$ cat config.mk
export PLATFORM = sky130hd
export DESIGN_NAME = cpc_core_clock_power
export DESIGN_NICKNAME = d
export VERILOG_FILES = /design/src/hdl/cpc_switch_seq.v /design/src/hdl/cpc_core_clock_power.v
export VERILOG_INCLUDE_DIRS = /design/src /design/src/hdl
export SDC_FILE = /design/constraint.sdc
export NUM_CORES = 1
export LEC_CHECK = 0
export ABC_AREA = 1
export BUFFER_PORTS_ARGS = -buffer_cell sky130_fd_sc_hd__buf_2
export CAP_MARGIN = 20
export CORE_MARGIN = 2
export CORE_UTILIZATION = 45
export CTS_CLUSTER_SIZE = 10
export DETAILED_ROUTE_END_ITERATION = 10
export GPL_ROUTABILITY_DRIVEN = 0
export PLACE_DENSITY_LB_ADDON = 0.08
export SYNTH_ARGS = -nofsm -noshare
export SYNTH_HDL_FRONTEND = slang
export SYNTH_HIERARCHICAL = 1
export SYNTH_SLANG_ARGS = --single-unit
$ cat constraint.sdc
create_clock -name clk -period 9.2 [get_ports clk]
set_clock_uncertainty 0.1 [all_clocks]
set_input_delay 0.46 -clock clk [delete_from_list [all_inputs] [get_ports clk]]
set_output_delay 0.46 -clock clk [all_outputs]
set_load 0.01 [all_outputs]
$ cat src/hdl/cpc_defs.vh
// Purpose: Register map, field positions and reset values of the core clock and power control block
// Assumes: 16-bit register words reached over a plain strobe port
// Notes:   Definitions only
`ifndef CPC_DEFS_VH
`define CPC_DEFS_VH

// ==================================================================
// Register offsets
`define CPC_ADDR_W          4
`define CPC_OFF_POWER_CTL   4'h0
`define CPC_OFF_SYNTH_CTL   4'h1
`define CPC_OFF_STATUS      4'h2

// ==================================================================
// Power control fields
`define CPC_PC_IRQ_A_WAKE   0
`define CPC_PC_IRQ_B_WAKE   1
`define CPC_PC_SERIAL_A     4
`define CPC_PC_SERIAL_B     5
`define CPC_PC_HOST_PORT    6
`define CPC_PC_TIMER        7
`define CPC_PC_SPARE        12
`define CPC_PC_HALT         13
`define CPC_PC_RING_SEL     14
`define CPC_PC_OSC_OFF      15
`define CPC_PC_MASK         16'hf0f3
`define CPC_PC_RESET        16'h0000

// ==================================================================
// Synthesizer control fields
`define CPC_SC_M_LSB        0
`define CPC_SC_M_MSB        4
`define CPC_SC_N_LSB        5
`define CPC_SC_N_MSB        7
`define CPC_SC_LF_LSB       8
`define CPC_SC_LF_MSB       11
`define CPC_SC_SELECT       14
`define CPC_SC_POWER_ON     15
`define CPC_SC_RESET        16'h0000
`define CPC_N_DIV1_CODE     3'h7
`define CPC_CODE_OFFSET     3'h2

// ==================================================================
// Status fields
`define CPC_ST_LOCK         0
`define CPC_ST_SYNTH_ACT    1
`define CPC_ST_RING_ACT     2
`define CPC_ST_CORE_RUN     3
`define CPC_ST_HALT         4

// ==================================================================
// Core clock source codes
`define CPC_SRC_REF         2'h0
`define CPC_SRC_SYNTH       2'h1
`define CPC_SRC_RING        2'h2

`endif

$ cat src/hdl/cpc_switch_seq.v
// Purpose: Delayed, synchronous hand-over between reference and synthesizer clock
// Assumes: Wait counts are at least one cycle
// Notes:   A request withdrawn before the hand-over cancels it
`timescale 1ns/100ps

module cpc_switch_seq (
  // Clock and reset
  input  wire       clk,
  input  wire       rstn,
  // Request
  input  wire       target_synth,
  input  wire [5:0] wait_to_synth,
  input  wire [5:0] wait_to_ref,
  // Result
  output reg        synth_active_r
);

  reg  [5:0] count_r;
  reg        busy_r;

  // ==================================================================
  // Hand-over counter
  always @(posedge clk) begin
    if (!rstn) begin
      count_r        <= 6'h00;
      busy_r         <= 1'b0;
      synth_active_r <= 1'b0;
    end else if (target_synth == synth_active_r) begin
      busy_r  <= 1'b0;
      count_r <= 6'h00;
    end else if (!busy_r) begin
      busy_r  <= 1'b1;
      count_r <= target_synth ? wait_to_synth : wait_to_ref;
    end else if (count_r <= 6'h01) begin
      // Old clock keeps running until here, no partial pulse
      synth_active_r <= target_synth;
      busy_r         <= 1'b0;
      count_r        <= 6'h00;
    end else begin
      count_r <= count_r - 6'h01;
    end
  end

endmodule // cpc_switch_seq

$ cat src/hdl/cpc_core_clock_power.v
// Purpose: Clock source selection, core clock halt and peripheral clock gating
// Assumes: Clock outputs are enables and selects for a glitch-free clock cell
// Notes:   Pins other than timer_ctl_disable pass two flip-flops before use
//
// The placing of the registers and the strobed register port were left to the implementer.
`timescale 1ns/100ps
`include "cpc_defs.vh"

// Notes on behaviour
// - Reset leaves synthesizer off and deselected
// - Synthesizer select switches clock after delay
// - To synthesizer within one to N+2
// - Back to reference within M/N+1 bounds
// - Oscillator off stops the core clock unless ring is the source
// - Ring select; ring powered while selected or still the active source
// - Halt bit stops core clock any source
// - Halt cleared by reset or wake pin
// - Synthesizer keeps running while halted
// - First wake pin clears halt, state kept
// - Second wake pin clears halt too
// - Serial port bits gate serial clocks
// - Host port bit gates host clock
// - Timer bit ORs with timer disable
// - Power register holds ten control bits
// - Synthesizer control write clears lock flag
// - Divider codes decode to M and N
// - Synthesizer output is half VCO rate
// - Clock-stop pin halts like halt bit
module cpc_core_clock_power (
  // Clock and reset
  input  wire                   clk,
  input  wire                   rstn,
  // Register port
  input  wire [`CPC_ADDR_W-1:0] reg_addr,
  input  wire [15:0]            reg_wdata,
  input  wire                   reg_wr,
  input  wire                   reg_rd,
  output reg  [15:0]            reg_rdata_r,
  // Pins
  input  wire                   ext_irq_a,
  input  wire                   ext_irq_b,
  input  wire                   clock_stop_n,
  input  wire                   synth_lock_in,
  input  wire                   timer_ctl_disable,
  // Synthesizer analog controls
  output reg                    synth_power_on,
  output reg  [4:0]             synth_m_value,
  output reg  [3:0]             synth_n_value,
  output reg  [3:0]             synth_loop_filter,
  // Clock source and power
  output reg  [1:0]             core_src_sel,
  output reg                    core_clock_run,
  output reg                    osc_power_off,
  output reg                    ring_osc_power_on,
  // Peripheral clock enables
  output reg                    serial_a_clk_en,
  output reg                    serial_b_clk_en,
  output reg                    host_port_clk_en,
  output reg                    timer_clk_en
);

  // ==================================================================
  // Registers and pin synchronisers
  reg  [15:0] power_ctl_reg_r;
  reg  [15:0] synth_ctl_reg_r;
  reg         lock_flag_r;
  reg  [3:0]  pin_meta_r;
  reg  [3:0]  pin_sync_r;
  reg         ring_active_r;
  reg         ring_pend_r;

  wire        wr_power = reg_wr && (reg_addr == `CPC_OFF_POWER_CTL);
  wire        wr_synth = reg_wr && (reg_addr == `CPC_OFF_SYNTH_CTL);
  wire        irq_a_s  = pin_sync_r[0];
  wire        irq_b_s  = pin_sync_r[1];
  wire        stop_n_s = pin_sync_r[2];
  wire        lock_s   = pin_sync_r[3];
  wire        synth_active;

  always @(posedge clk) begin
    if (!rstn) begin
      pin_meta_r <= 4'h4;
      pin_sync_r <= 4'h4;
    end else begin
      pin_meta_r <= {synth_lock_in, clock_stop_n, ext_irq_b, ext_irq_a};
      pin_sync_r <= pin_meta_r;
    end
  end

  // ==================================================================
  // Divider decode
  reg  [4:0] m_dec;
  reg  [3:0] n_dec;
  reg  [5:0] wait_up;
  reg  [5:0] wait_down;
  reg  [4:0] m_over_n;

  always @* begin
    m_dec = synth_ctl_reg_r[`CPC_SC_M_MSB:`CPC_SC_M_LSB] + {2'h0, `CPC_CODE_OFFSET};
    if (synth_ctl_reg_r[`CPC_SC_N_MSB:`CPC_SC_N_LSB] == `CPC_N_DIV1_CODE) begin
      n_dec = 4'h1;
    end else begin
      n_dec = {1'b0, synth_ctl_reg_r[`CPC_SC_N_MSB:`CPC_SC_N_LSB]} + {1'b0, `CPC_CODE_OFFSET};
    end
    m_over_n  = m_dec / {1'b0, n_dec};
    wait_up   = {2'h0, n_dec} + 6'h02;
    wait_down = {1'b0, m_over_n} + 6'h01;
  end

  // ==================================================================
  // Power control register
  always @(posedge clk) begin
    if (!rstn) begin
      power_ctl_reg_r <= `CPC_PC_RESET;
    end else if (wr_power) begin
      // Only the ten defined bits are kept
      power_ctl_reg_r <= reg_wdata & `CPC_PC_MASK;
    end else if ((irq_a_s && power_ctl_reg_r[`CPC_PC_IRQ_A_WAKE]) ||
                 (irq_b_s && power_ctl_reg_r[`CPC_PC_IRQ_B_WAKE])) begin
      // Only the halt bit drops, other state stays intact
      power_ctl_reg_r[`CPC_PC_HALT] <= 1'b0;
    end
  end

  // ==================================================================
  // Synthesizer control and lock flag
  always @(posedge clk) begin
    if (!rstn) begin
      synth_ctl_reg_r <= `CPC_SC_RESET;
      lock_flag_r     <= 1'b0;
    end else if (wr_synth) begin
      synth_ctl_reg_r <= reg_wdata;
      lock_flag_r     <= 1'b0;
    end else if (lock_s && synth_ctl_reg_r[`CPC_SC_POWER_ON]) begin
      lock_flag_r     <= 1'b1;
    end else if (!synth_ctl_reg_r[`CPC_SC_POWER_ON]) begin
      lock_flag_r     <= 1'b0;
    end
  end

  // ==================================================================
  // Source hand-over
  cpc_switch_seq u_switch (
    .clk            (clk),
    .rstn           (rstn),
    .target_synth   (synth_ctl_reg_r[`CPC_SC_SELECT]),
    .wait_to_synth  (wait_up),
    .wait_to_ref    (wait_down),
    .synth_active_r (synth_active)
  );

  // Ring change lands two cycles on, giving old clock time to finish
  always @(posedge clk) begin
    if (!rstn) begin
      ring_pend_r   <= 1'b0;
      ring_active_r <= 1'b0;
    end else begin
      ring_pend_r   <= power_ctl_reg_r[`CPC_PC_RING_SEL];
      ring_active_r <= ring_pend_r;
    end
  end

  // ==================================================================
  // Clock and power outputs
  reg         halt_now;
  reg  [1:0]  src_nxt;

  always @* begin
    // Pin stop behaves as the halt bit
    halt_now = power_ctl_reg_r[`CPC_PC_HALT] || !stop_n_s;
    if (ring_active_r) begin
      src_nxt = `CPC_SRC_RING;
    end else if (synth_active) begin
      src_nxt = `CPC_SRC_SYNTH;
    end else begin
      src_nxt = `CPC_SRC_REF;
    end
  end

  always @(posedge clk) begin
    if (!rstn) begin
      core_src_sel      <= `CPC_SRC_REF;
      core_clock_run    <= 1'b0;
      osc_power_off     <= 1'b0;
      ring_osc_power_on <= 1'b0;
      synth_power_on    <= 1'b0;
      synth_m_value     <= 5'h00;
      synth_n_value     <= 4'h0;
      synth_loop_filter <= 4'h0;
      serial_a_clk_en   <= 1'b0;
      serial_b_clk_en   <= 1'b0;
      host_port_clk_en  <= 1'b0;
      timer_clk_en      <= 1'b0;
    end else begin
      core_src_sel      <= src_nxt;
      // Oscillator off starves a clock taken from it
      core_clock_run    <= !halt_now && !(power_ctl_reg_r[`CPC_PC_OSC_OFF] &&
                           (src_nxt != `CPC_SRC_RING));
      osc_power_off     <= power_ctl_reg_r[`CPC_PC_OSC_OFF];
      // Ring stays powered until the core source has left the ring
      ring_osc_power_on <= power_ctl_reg_r[`CPC_PC_RING_SEL] || ring_active_r;
      // Halt does not touch the synthesizer
      synth_power_on    <= synth_ctl_reg_r[`CPC_SC_POWER_ON];
      synth_m_value     <= m_dec;
      synth_n_value     <= n_dec;
      synth_loop_filter <= synth_ctl_reg_r[`CPC_SC_LF_MSB:`CPC_SC_LF_LSB];
      serial_a_clk_en   <= !power_ctl_reg_r[`CPC_PC_SERIAL_A];
      serial_b_clk_en   <= !power_ctl_reg_r[`CPC_PC_SERIAL_B];
      host_port_clk_en  <= !power_ctl_reg_r[`CPC_PC_HOST_PORT];
      timer_clk_en      <= !(power_ctl_reg_r[`CPC_PC_TIMER] || timer_ctl_disable);
    end
  end

  // ==================================================================
  // Read port, data one cycle after the strobe
  reg  [15:0] rd_mux;

  always @* begin
    rd_mux = 16'h0000;
    case (reg_addr)
      `CPC_OFF_POWER_CTL: rd_mux = power_ctl_reg_r;
      `CPC_OFF_SYNTH_CTL: rd_mux = synth_ctl_reg_r;
      `CPC_OFF_STATUS: begin
        rd_mux[`CPC_ST_LOCK]      = lock_flag_r;
        rd_mux[`CPC_ST_SYNTH_ACT] = synth_active;
        rd_mux[`CPC_ST_RING_ACT]  = ring_active_r;
        rd_mux[`CPC_ST_CORE_RUN]  = core_clock_run;
        rd_mux[`CPC_ST_HALT]      = power_ctl_reg_r[`CPC_PC_HALT];
      end
      default: rd_mux = 16'h0000;
    endcase
  end

  always @(posedge clk) begin
    if (!rstn) begin
      reg_rdata_r <= 16'h0000;
    end else if (reg_rd) begin
      reg_rdata_r <= rd_mux;
    end else begin
      reg_rdata_r <= 16'h0000;
    end
  end

endmodule // cpc_core_clock_power

=== After elaboration in Yosys (flattened, before gate mapping) ===
Index checks and enable logic that the tools add are counted.

* Register bits after elaboration: 84
* Output and inout bits: 39

* Add/sub/neg operators: 5
* Div/mod/pow operators: 1
* $lt $le $gt $ge: 1
* Equal/unequal tests: 6
* Muxes and demuxes: 14
* Bitwise logic cells: 2
* Reduce and logical (&&, ||, !) cells: 24

{| class="wikitable"
|+ Operators by type and width
! operator !! count
|-
| $pmux W11 S2 || 1
|-
| $mux W6 || 3
|-
| $pmux W5 S3 || 1
|-
| $logic_and A1 B1 Y1 || 7
|-
| $logic_not A1 Y1 || 7
|-
| $mux W1 || 7
|-
| $add A5 B1 Y6 const B || 1
|-
| $le A6 B1 Y1 const B || 1
|-
| $sub A6 B1 Y6 const B || 1
|-
| $add A4 B2 Y5 const B || 1
|-
| $add A5 B2 Y5 const B || 1
|-
| $div A5 B4 Y5 || 1
|-
| $add A3 B2 Y4 const B || 1
|-
| $eq A4 B1 Y1 const B || 1
|-
| $eq A4 B2 Y1 const B || 1
|-
| $logic_not A4 Y1 || 1
|-
| $logic_or A1 B1 Y1 || 4
|-
| $mux W4 || 1
|-
| $reduce_or A2 Y1 || 2
|-
| $eq A3 B3 Y1 const B || 1
|-
| $reduce_and A3 Y1 || 1
|-
| $mux W2 || 1
|-
| $ne A2 B1 Y1 const B || 1
|-
| $ne A2 B2 Y1 const B || 1
|-
| 4 further kinds || 5
|}

=== Depth between registers and ports, before layout ===
Gate-level depths: netlist of the first run.

* Depth in word-level cells: 6
* Depth in mapped cells: 44
* Gate-level depth less buffers: 44

=== Hierarchy ===
Netlist of the first run, hierarchy kept.

{| class="wikitable"
|+ By module, submodules not included
! module !! instances !! cells an instance !! area an instance (um^2)
|-
| cpc_core_clock_power || 1 || 411 || 3265.6
|-
| cpc_switch_seq || 1 || 77 || 493.0
|}

=== Worst setup path after synthesis of the first run ===
OpenSTA, ideal clock, no wires.

* Path kind: reg-to-reg
* From: register synth_ctl_reg_r[1]
* To: register u_switch.count_r[4]
* Library setup time: 0.121 ns
* Data arrival time: 5.298 ns
* Data required time: 8.979 ns
* Slack: 3.681 ns
* Stages on the path, launching flop included: 41
* Buffers on the path: 0
* Period minus slack after synthesis: 5.519 ns
* Path through: dfxtp_1 -> ha_1 -> nor2_1 -> nand3_1 -> nand2_1 -> a21oi_1 -> ha_1 -> o21ai_0 -> nand2_1 -> nand3_4 -> nand2_1 -> o21a_1 -> inv_1 -> ha_1 -> nand4_1 -> o211ai_4 -> nand2_1 -> o21ai_0 -> [5 not listed] -> nand2_1 -> a21oi_2 -> inv_1 -> nand2_1 -> o21ai_1 -> ha_1 -> a21boi_0 -> o21ai_0 -> nand3_1 -> inv_1 -> nand2_1 -> ha_1 -> nand3_1 -> xnor2_1 -> o21ai_0 -> nor2_1 -> a21oi_1 -> nor2_1

* Cells in the longest elaborated chain, start to end: 5

{| class="wikitable"
|+ Ends and longest elaborated chain
! element !! line !! source
|-
| start: declaration || cpc_core_clock_power.v:65 || <nowiki>reg [15:0] synth_ctl_reg_r;</nowiki>
|-
| start signal: assignment || cpc_core_clock_power.v:129 || <nowiki>synth_ctl_reg_r <= `CPC_SC_RESET;</nowiki>
|-
| start signal: assignment || cpc_core_clock_power.v:132 || <nowiki>synth_ctl_reg_r <= reg_wdata;</nowiki>
|-
| $add A5 B2 Y5 || cpc_core_clock_power.v:99 || <nowiki>m_dec = synth_ctl_reg_r[`CPC_SC_M_MSB:`CPC_SC_M_LSB] + {2'h0, `CPC_CODE_OFFSET};</nowiki>
|-
| named net m_dec[2] || cpc_core_clock_power.v:92 || <nowiki>reg [4:0] m_dec;</nowiki>
|-
| $div A5 B4 Y5 || cpc_core_clock_power.v:105 || <nowiki>m_over_n = m_dec / {1'b0, n_dec};</nowiki>
|-
| $add A5 B1 Y6 || cpc_core_clock_power.v:107 || <nowiki>wait_down = {1'b0, m_over_n} + 6'h01;</nowiki>
|-
| named net wait_down[4] || cpc_core_clock_power.v:95 || <nowiki>reg [5:0] wait_down;</nowiki>
|-
| $mux W6 || cpc_switch_seq.v:33 || <nowiki>count_r <= target_synth ? wait_to_synth : wait_to_ref;</nowiki>
|-
| $mux W6 || cpc_switch_seq.v:31 || <nowiki>end else if (!busy_r) begin</nowiki>
|-
| end signal: assignment || cpc_switch_seq.v:33 ||
|-
| end signal: assignment || cpc_switch_seq.v:40 || <nowiki>count_r <= count_r - 6'h01;</nowiki>
|-
| end: declaration || cpc_switch_seq.v:18 || <nowiki>reg [5:0] count_r;</nowiki>
|}

The timed path passes the listed nets, and every way through them passes these cells.
A chain may end at the register's enable or synchronous reset.

=== Worst setup path in the final report of the first run ===
* From: register synth_ctl_reg_r[6]
* To: register u_switch.count_r[4]

* Cells in the longest elaborated chain, start to end: 6
* Elaborated cells on any way between the ends: 8
* Those cells by class: 3 x add/sub; 1 x div; 1 x eq/ne; 3 x mux

{| class="wikitable"
|+ Ends and longest elaborated chain
! element !! line !! source
|-
| $add A3 B2 Y4 / $eq A3 B3 Y1 (equally long branches) || n/a ||
|-
| $mux W4 * || cpc_core_clock_power.v:100 || <nowiki>if (synth_ctl_reg_r[`CPC_SC_N_MSB:`CPC_SC_N_LSB] == `CPC_N_DIV1_CODE) begin</nowiki>
|-
| $div A5 B4 Y5 * || cpc_core_clock_power.v:105 ||
|-
| $add A5 B1 Y6 * || cpc_core_clock_power.v:107 ||
|-
| named net wait_down[4] || cpc_core_clock_power.v:95 ||
|-
| $mux W6 * || cpc_switch_seq.v:33 ||
|-
| $mux W6 * || cpc_switch_seq.v:31 ||
|}

The timed path passes the listed nets; every way through them passes the cells marked *.

==> reports/qor.yml, run 1 <==
worst_setup_path:
  reg2reg_to: "u_switch/count_r[4]"
  regToRegSetupSlack_ps: 2810
  path_max_fanout: 12
  r2r-start: "synth_ctl_reg_r[6]"
  worst_path_max_delay_cell: "dfxtp_1"
  cp_top_family: "simple AND/OR/NAND/NOR gates"
  max_stage_delay_ps: 660
  reg2reg_depth: 40
  worst_path_most_repeated_cell: "nand2_1"
  path_buf_inv: 4
  worst_setup_path_start_kind: "flop"
  critical_path_class: "flop to flop"
  endpoint_kind: "flop"
  cp.required_ps: 9330
  cp.arrival_ps: 6520
sta:
  fin_crit_sh: 0.695
  min_period_ps: 6390
  rsz0062_at_grt: "false"
  relSlewSlack: 0.431
  worst_slew_pin_slew_ps: 854
  slew_viol_final: 0
  setup_viol: 0
  final.setup.tns_ps: 0
  fmax_ghz: 0.156
  hold_viol: 0
layout:
  drive_gt1_frac: 0.188
  diodes: 0
  n_fill_cell: 818
  instances_no_fill: 659
  syn_to_final_growth_pct: 15.8
  final_net_count: 599
clocking:
  clkLatencyLatePin_ps: 360
  cts_max_path_buffers: 2
  cts_resized: 0
  post_cts_buffers: 0
  numCtsBuffers: 9
  cts-root-buf: "clkbuf_8"
  clkTransAtPathRegs_ps: 90
  ctsHoldBuffers: 0
  htree_levels: 3
  cts_tree: "yes"
  cts_num_sinks: 84
floorplanning:
  die_h_um: 95.4
  initial_core_util: 0.460
  die-area_mm2: 0.00910
  core_area_mm2: 0.00818
  dieWidth_um: 95.4
  rows: 33
  pin_count: 68
synthesis:
  yosysWarnings: 6
  ys_top_cells_by_area: "dfxtp_1, inv_1, nand2_1, ha_1, o21ai_0"
  synth_top_cell_area_share: 0.447
  syn_nets: 537
  async_reset_ff_frac: 0
  synth-seq-area-share: 0.447
  ys_ff_latch: 84
  syn_area_per_cell_um2: 7.70
  yosysMostFrequentCell: "inv_1"
  synth_edf_count: 0
  synth-main-ff-cell: "dfxtp_1"
  synth_commonest_cells: "inv_1, dfxtp_1, nand2_1, nor2_1, o21ai_0"
  synthDistinctLibCells: 43
  synth_cells: 488
  synthesis.area_mm2: 0.00376
  synth_area_leader_cell: "dfxtp_1"
global_routing:
  grt_pass1_wl_um: 14000
  grt-ovfl-total: 0
  grt_antenna_before_repair: 0
  grt_max_degree: 51
  gr-usage-all-layers: 0.199
  grt_pass1_vias: 3004
route:
  drt_drc_violations_left: 0
  first_pass_iters: 4
  drt_iter0_markers: 143
  via_count: 3193
  ant_nets: 0
  wl_um: 8520
  vias_per_cell: 4.85
  avgRoutedWirePerCell_um: 12.9
power:
  p_leak_uw: 0.00214
  max-vdd-ir-drop_v: 0.0000778
  p_per_area_mw_per_mm2: 174
  p_total_uw: 757
placement:
  port-buffer-count: 67
  dp_cells: 644
  post-dp-hpwl_um: 6060
hold_path:
  holdPathEnd: "timer_clk_en"
  holdPathStages: 2
  min_from: "timer_ctl_disable"
  hold_class: "primary input to flop"
outcome:
  outcome: "finished clean"
job:
  maxCapViolCount: 0
-- layer usage --
layer | vias to the layer above | share of wire | wire (um) | GRT usage
li1 | 1675 | - | - | -
met2 | 72 | 0.44 | 3770 | 0.316
met4 | 0 | 0.018 | 157 | 0.0774
met1 | 1432 | 0.49 | 4170 | 0.263
met5 | - | 0 | 0 | 0
met3 | 14 | 0.049 | 418 | 0.0451
-- power by group --
| group | internal, uW | switching (uW) |
|---|---|---|
| Sequential | 371 | 4.60 |
| Clock | 127 | 140 |
| Combinational | 43.7 | 70.3 |
| Total | 542 | 215 |
-- how the worst max path moves through the flow --
stage | from | to | cells past startpoint
after CTS | synth_ctl_reg_r[6] | u_switch/count_r[4] | 39
after global placement | synth_ctl_reg_r[6] | u_switch/count_r[4] | 40
final | synth_ctl_reg_r[6] | u_switch/count_r[4] | 40
after global routing | synth_ctl_reg_r[6] | u_switch/count_r[2] | 41
after detailed placement | synth_ctl_reg_r[6] | u_switch/count_r[4] | 39
after floorplan | synth_ctl_reg_r[1] | u_switch/count_r[4] | 40
-- sequential cells by signal (all words and copies together) (netlist names), 2 cells and up --
name and cells:
synth_ctl_reg_r 16, pin_sync_r 4, u_switch/count_r 6, synth_m_value 5
reg_rdata_r 16, core_src_sel 2, power_ctl_reg_r 10, synth_n_value 4
synth_loop_filter 4, pin_meta_r 4
-- per-stage QoR --
stage	utilization	worst slack, ps	area (um2)	hold slack (ps)
floorplan	-	3680	3760	290
global placement	0.508	3010	4160	294
detailed placement	0.508	2860	4160	296
CTS	0.532	2780	4350	155
global route	0.532	2180	4350	149
finish	0.532	2810	4350	159
-- cell families after synthesis --
family	count (synthesis)	share of synthesized area
adder cells (fa/ha/maj)	20	0.0666
XOR/XNOR	9	0.0210
buffers and inverters	111	0.115
other	1	0.000998
AO/OA/AOI/OAI	98	0.148
flip-flops	84	0.447
AND/OR/NAND/NOR	165	0.201
-- cells in the final DEF (no fill, tap or decap), types with 5 or more instances in the layout --
cell type  count
inv_1         91
dfxtp_1       84
nand2_1       68
buf_2         67
nor2_1        46
o21ai_0       39
a21oi_1       34
ha_1          20
nand3_1       19
o22ai_1       10
clkbuf_8       9
nor3_1         7
nand4_1        6
xor2_1         5
-- worst reg2reg max path, delay by kind of cell, from the launching register on --
family	cells	cell delay (ps)
AND/OR/NAND/NOR	20	2190
adder cells (fa/ha/maj)	6	1750
flip-flops	1	660
buffers and inverters	4	430
XOR/XNOR	1	60
AO/OA/AOI/OAI	9	1110
-- layout make-up --
class	count	area, um2	area share
sequential	84	1680	0.386
timing repair buffer	68	343	0.0788
clock buffer	9	124	0.0285
multi-input combinational	293	1650	0.378
tap	105	131	0.0302
inverter	94	353	0.0811
clock inverter	6	73.8	0.0170
Note: power is estimated with default switching activity, not from simulation.
==> run 2, diff against run 1 <==
Settings changed: ABC_AREA 1 to 0.
Clock period 9.2 ns to 5.4 ns, I/O delays scaled along.
==> run 2 against run 1 <==
Compared with the run above:
- the run now ends with setup timing left
- critical path type unchanged
- cell area is 14% higher
- synthesized cell count is 16% lower
- first-iteration DRC count is 43% lower
- final cell count is 3.5% lower
==> reports/qor.yml, run 2 <==
worst_setup_path:
  r2r-start: "synth_ctl_reg_r[1]"
  cp.required_ps: 5520  # -3810 ps
  critical_path_class: "flop to flop"
  max_stage_delay_ps: 360  # -300 ps
  worst_setup_path_start_kind: "flop"
  endpoint: "u_switch/count_r[4]"
  worst_path_max_delay_cell: "dfxtp_4"
  reg2reg_to: "u_switch/count_r[4]"
  path_max_fanout: 5  # -7
  crit_start: "synth_ctl_reg_r[1]"
  endpoint_kind: "flop"
  regToRegSetupSlack_ps: -800  # -3610 ps
  worst_path_most_repeated_cell: "ha_4"
  cp.arrival_ps: 6320  # -200 ps
  reg2reg_depth: 33  # -18%
layout:
  syn_to_final_growth_pct: 32.1
  final_net_count: 575  # -4.0%
  regArea_mm2: 0.00169  # +0.30%
  layout_commonest_cell: "dfxtp_1"
  multiInputGateArea_mm2: 0.00213  # +30%
  most-common-layout-cells: "dfxtp_1, nand2_1, buf_2"
  diodes: 0  # unchanged
  largestRegisters: "reg_rdata_r (16), synth_ctl_reg_r (16), power_ctl_reg_r (10)"
  instances_no_fill: 636  # -3.5%
  n_fill_cell: 740  # -9.5%
  fin_area_mm2: 0.00497  # +14%
  drive_gt1_frac: 0.330  # +0.142
sta:
  fin_crit_sh: 1.15  # +0.453
  rsz0062_at_grt: "true"
  hold_viol: 0  # unchanged
  setup_viol: 6  # +6
  setup_slack_ps: -799  # -3610 ps
  fmax_ghz: 0.161  # +3.1%
  min_period_ps: 6200  # -192 ps
  slew_viol_final: 0  # unchanged
  worst_slew_pin_slew_ps: 630  # -224 ps
  relSlewSlack: 0.577  # +0.146
  hold_slack_ps: 21.9  # -137 ps
synthesis:
  ys_top_cells_by_area: "dfxtp_1, nand2_1, ha_1, and2_1, nor2_1"
  yosysWarnings: 6  # unchanged
  synth_edf_count: 0  # unchanged
  yosysMostFrequentCell: "dfxtp_1"
  synth-seq-area-share: 0.447  # about the same
  synth-main-ff-cell: "dfxtp_1"
  synth_area_leader_cell: "dfxtp_1"
  syn_nets: 460  # -14%
  async_reset_ff_frac: 0  # unchanged
  synthesis.area_mm2: 0.00376  # about the same
  synth_commonest_cells: "dfxtp_1, nand2_1, nor2_1, and2_1, ha_1"
  synth_top_cell_area_share: 0.447  # about the same
  ys_ff_latch: 84  # unchanged
  synth_cells: 411  # -16%
  syn_area_per_cell_um2: 9.15  # +19%
  synthDistinctLibCells: 53  # +23%
floorplanning:
  initial_core_util: 0.460  # about the same
  pin_count: 68  # unchanged
  rows: 33  # unchanged
  die-area_mm2: 0.00910  # about the same
  dieWidth_um: 95.4  # about the same
  core_area_mm2: 0.00818  # unchanged
  die_h_um: 95.4  # about the same
clocking:
  cts-root-buf: "clkbuf_8"
  cts_tree: "yes"
  clkTransAtPathRegs_ps: 90  # about the same
  cts_num_sinks: 84  # unchanged
  clkLatencyLatePin_ps: 350  # about the same
  numCtsBuffers: 9  # unchanged
  cts_max_path_buffers: 2  # unchanged
  htree_levels: 3  # unchanged
power:
  max-vdd-ir-drop_v: 0.000180  # +130%
  p_total_uw: 1280  # +70%
  p_leak_uw: 0.00216  # +0.51%
  p_per_area_mw_per_mm2: 259  # +49%
placement:
  post-dp-hpwl_um: 6440  # +6.3%
  placed_cell_area_mm2: 0.00459  # +11%
  dp_cells: 612  # -5.0%
  port-buffer-count: 67  # unchanged
global_routing:
  grt-ovfl-total: 0  # unchanged
  grt_pass1_wl_um: 14300  # +2.7%
  grt_max_degree: 63  # +24%
  grt_antenna_before_repair: 0  # unchanged
  gr-usage-all-layers: 0.204  # +0.00519
  grt_pass1_vias: 3033  # +0.97%
hold_path:
  holdPathStages: 2  # unchanged
  hold_class: "primary input to flop"
route:
  via_count: 3171  # -0.69%
  drt_drc_violations_left: 0  # unchanged
  ant_nets: 0  # unchanged
  wl_um: 8760  # +2.9%
  avgRoutedWirePerCell_um: 13.8  # +6.6%
  vias_per_cell: 4.99  # +2.9%
  first_pass_iters: 6  # +2
  drt_iter0_markers: 81  # -43%
outcome:
  outcome: "finished with violations"
  violations: "setup timing"
job:
  maxCapViolCount: 0  # unchanged
run 2: changes by cell type after synthesis, sizes merged, moves of 13 or more:
cell / change
inv: -84
nor2b: +14
a21oi: -26
a21boi: +25
nor2: -13
nand3: -17
o21ai: -41
and2: +24
run 2: metal layers:
| layer | GRT usage | wire [um] | vias to the layer above |
|---|---|---|---|
| met3 | 0.0419 | 237 | 12 |
| met2 | 0.366 | 4450 | 43 |
| met1 | 0.250 | 3970 | 1493 |
| met4 | 0.0500 | 106 | 0 |
| li1 | - | - | 1623 |
| met5 | 0 | 0 | - |
run 2: what timing repair did:
item,4_1_cts,5_1_grt
setup buffers,4,2
hold buffers,2,0
pin swaps,16,20
gates resized for setup,4,13
hold endpoints to repair,2,0
setup endpoints to repair,6,6
run 2: cells by family (layout without fill, tap and decap cells):
kind of cell	count (synthesis)	in the layout	synth area share
AOI/OAI and AO/OA	73	73	0.141
and+or+nand+nor	177	177	0.239
xor gates and xnor gates	14	14	0.0326
other	1	1	0.000997
adders and majority gates	20	20	0.0666
muxes	14	14	0.0383
DFF	84	84	0.447
buffers and inverters	28	148	0.0339
run 2: per-stage QoR:
step / worst slack (ps) / TNS [ps] / util
4_1_cts: -874 / -3560 / 0.597
3_3_place_gp: -587 / -2220 / 0.562
5_1_grt: -1150 / -5720 / 0.607
2_1_floorplan: -606 / -1920 / -
6_report: -799 / -3590 / 0.607
3_5_place_dp: -871 / -3720 / 0.562
run 2: area by class of cell:
class / instances / area share
Inverter: 10 / 0.00756
Multi-Input combinational cell: 299 / 0.430
Clock inverter: 4 / 0.0108
Sequential cell: 84 / 0.340
Clock buffer: 12 / 0.0333
Tap cell: 105 / 0.0265
Timing Repair Buffer: 122 / 0.152
run 2: report_power, final:
group / internal (uW) / leakage [uW] / switching (uW) / total [uW]
Clock: 253 / 0.000105 / 229 / 483
Combinational: 86.4 / 0.00137 / 83.3 / 170
Sequential: 628 / 0.000683 / 4.44 / 632
Total: 968 / 0.00216 / 317 / 1280
run 2: how the worst min path moves through the flow:
stage                                 start             to
final                         synth_lock_in  pin_meta_r[3]
after global routing              ext_irq_b  pin_meta_r[1]
after CTS                     synth_lock_in  pin_meta_r[3]
after detailed placement      pin_meta_r[3]  pin_sync_r[3]
after global placement        pin_meta_r[1]  pin_sync_r[1]
after floorplan           timer_ctl_disable   timer_clk_en
run 2: critical path, delay by kind of cell (launching register included):
| family | cells | cell delay, ps |
|---|---|---|
| compound gates | 14 | 2270 |
| mux | 2 | 670 |
| fa+ha+maj | 6 | 1440 |
| simple gates | 8 | 1000 |
| flops | 1 | 360 |
| buf+inv | 2 | 80 |
| xor+xnor | 1 | 140 |
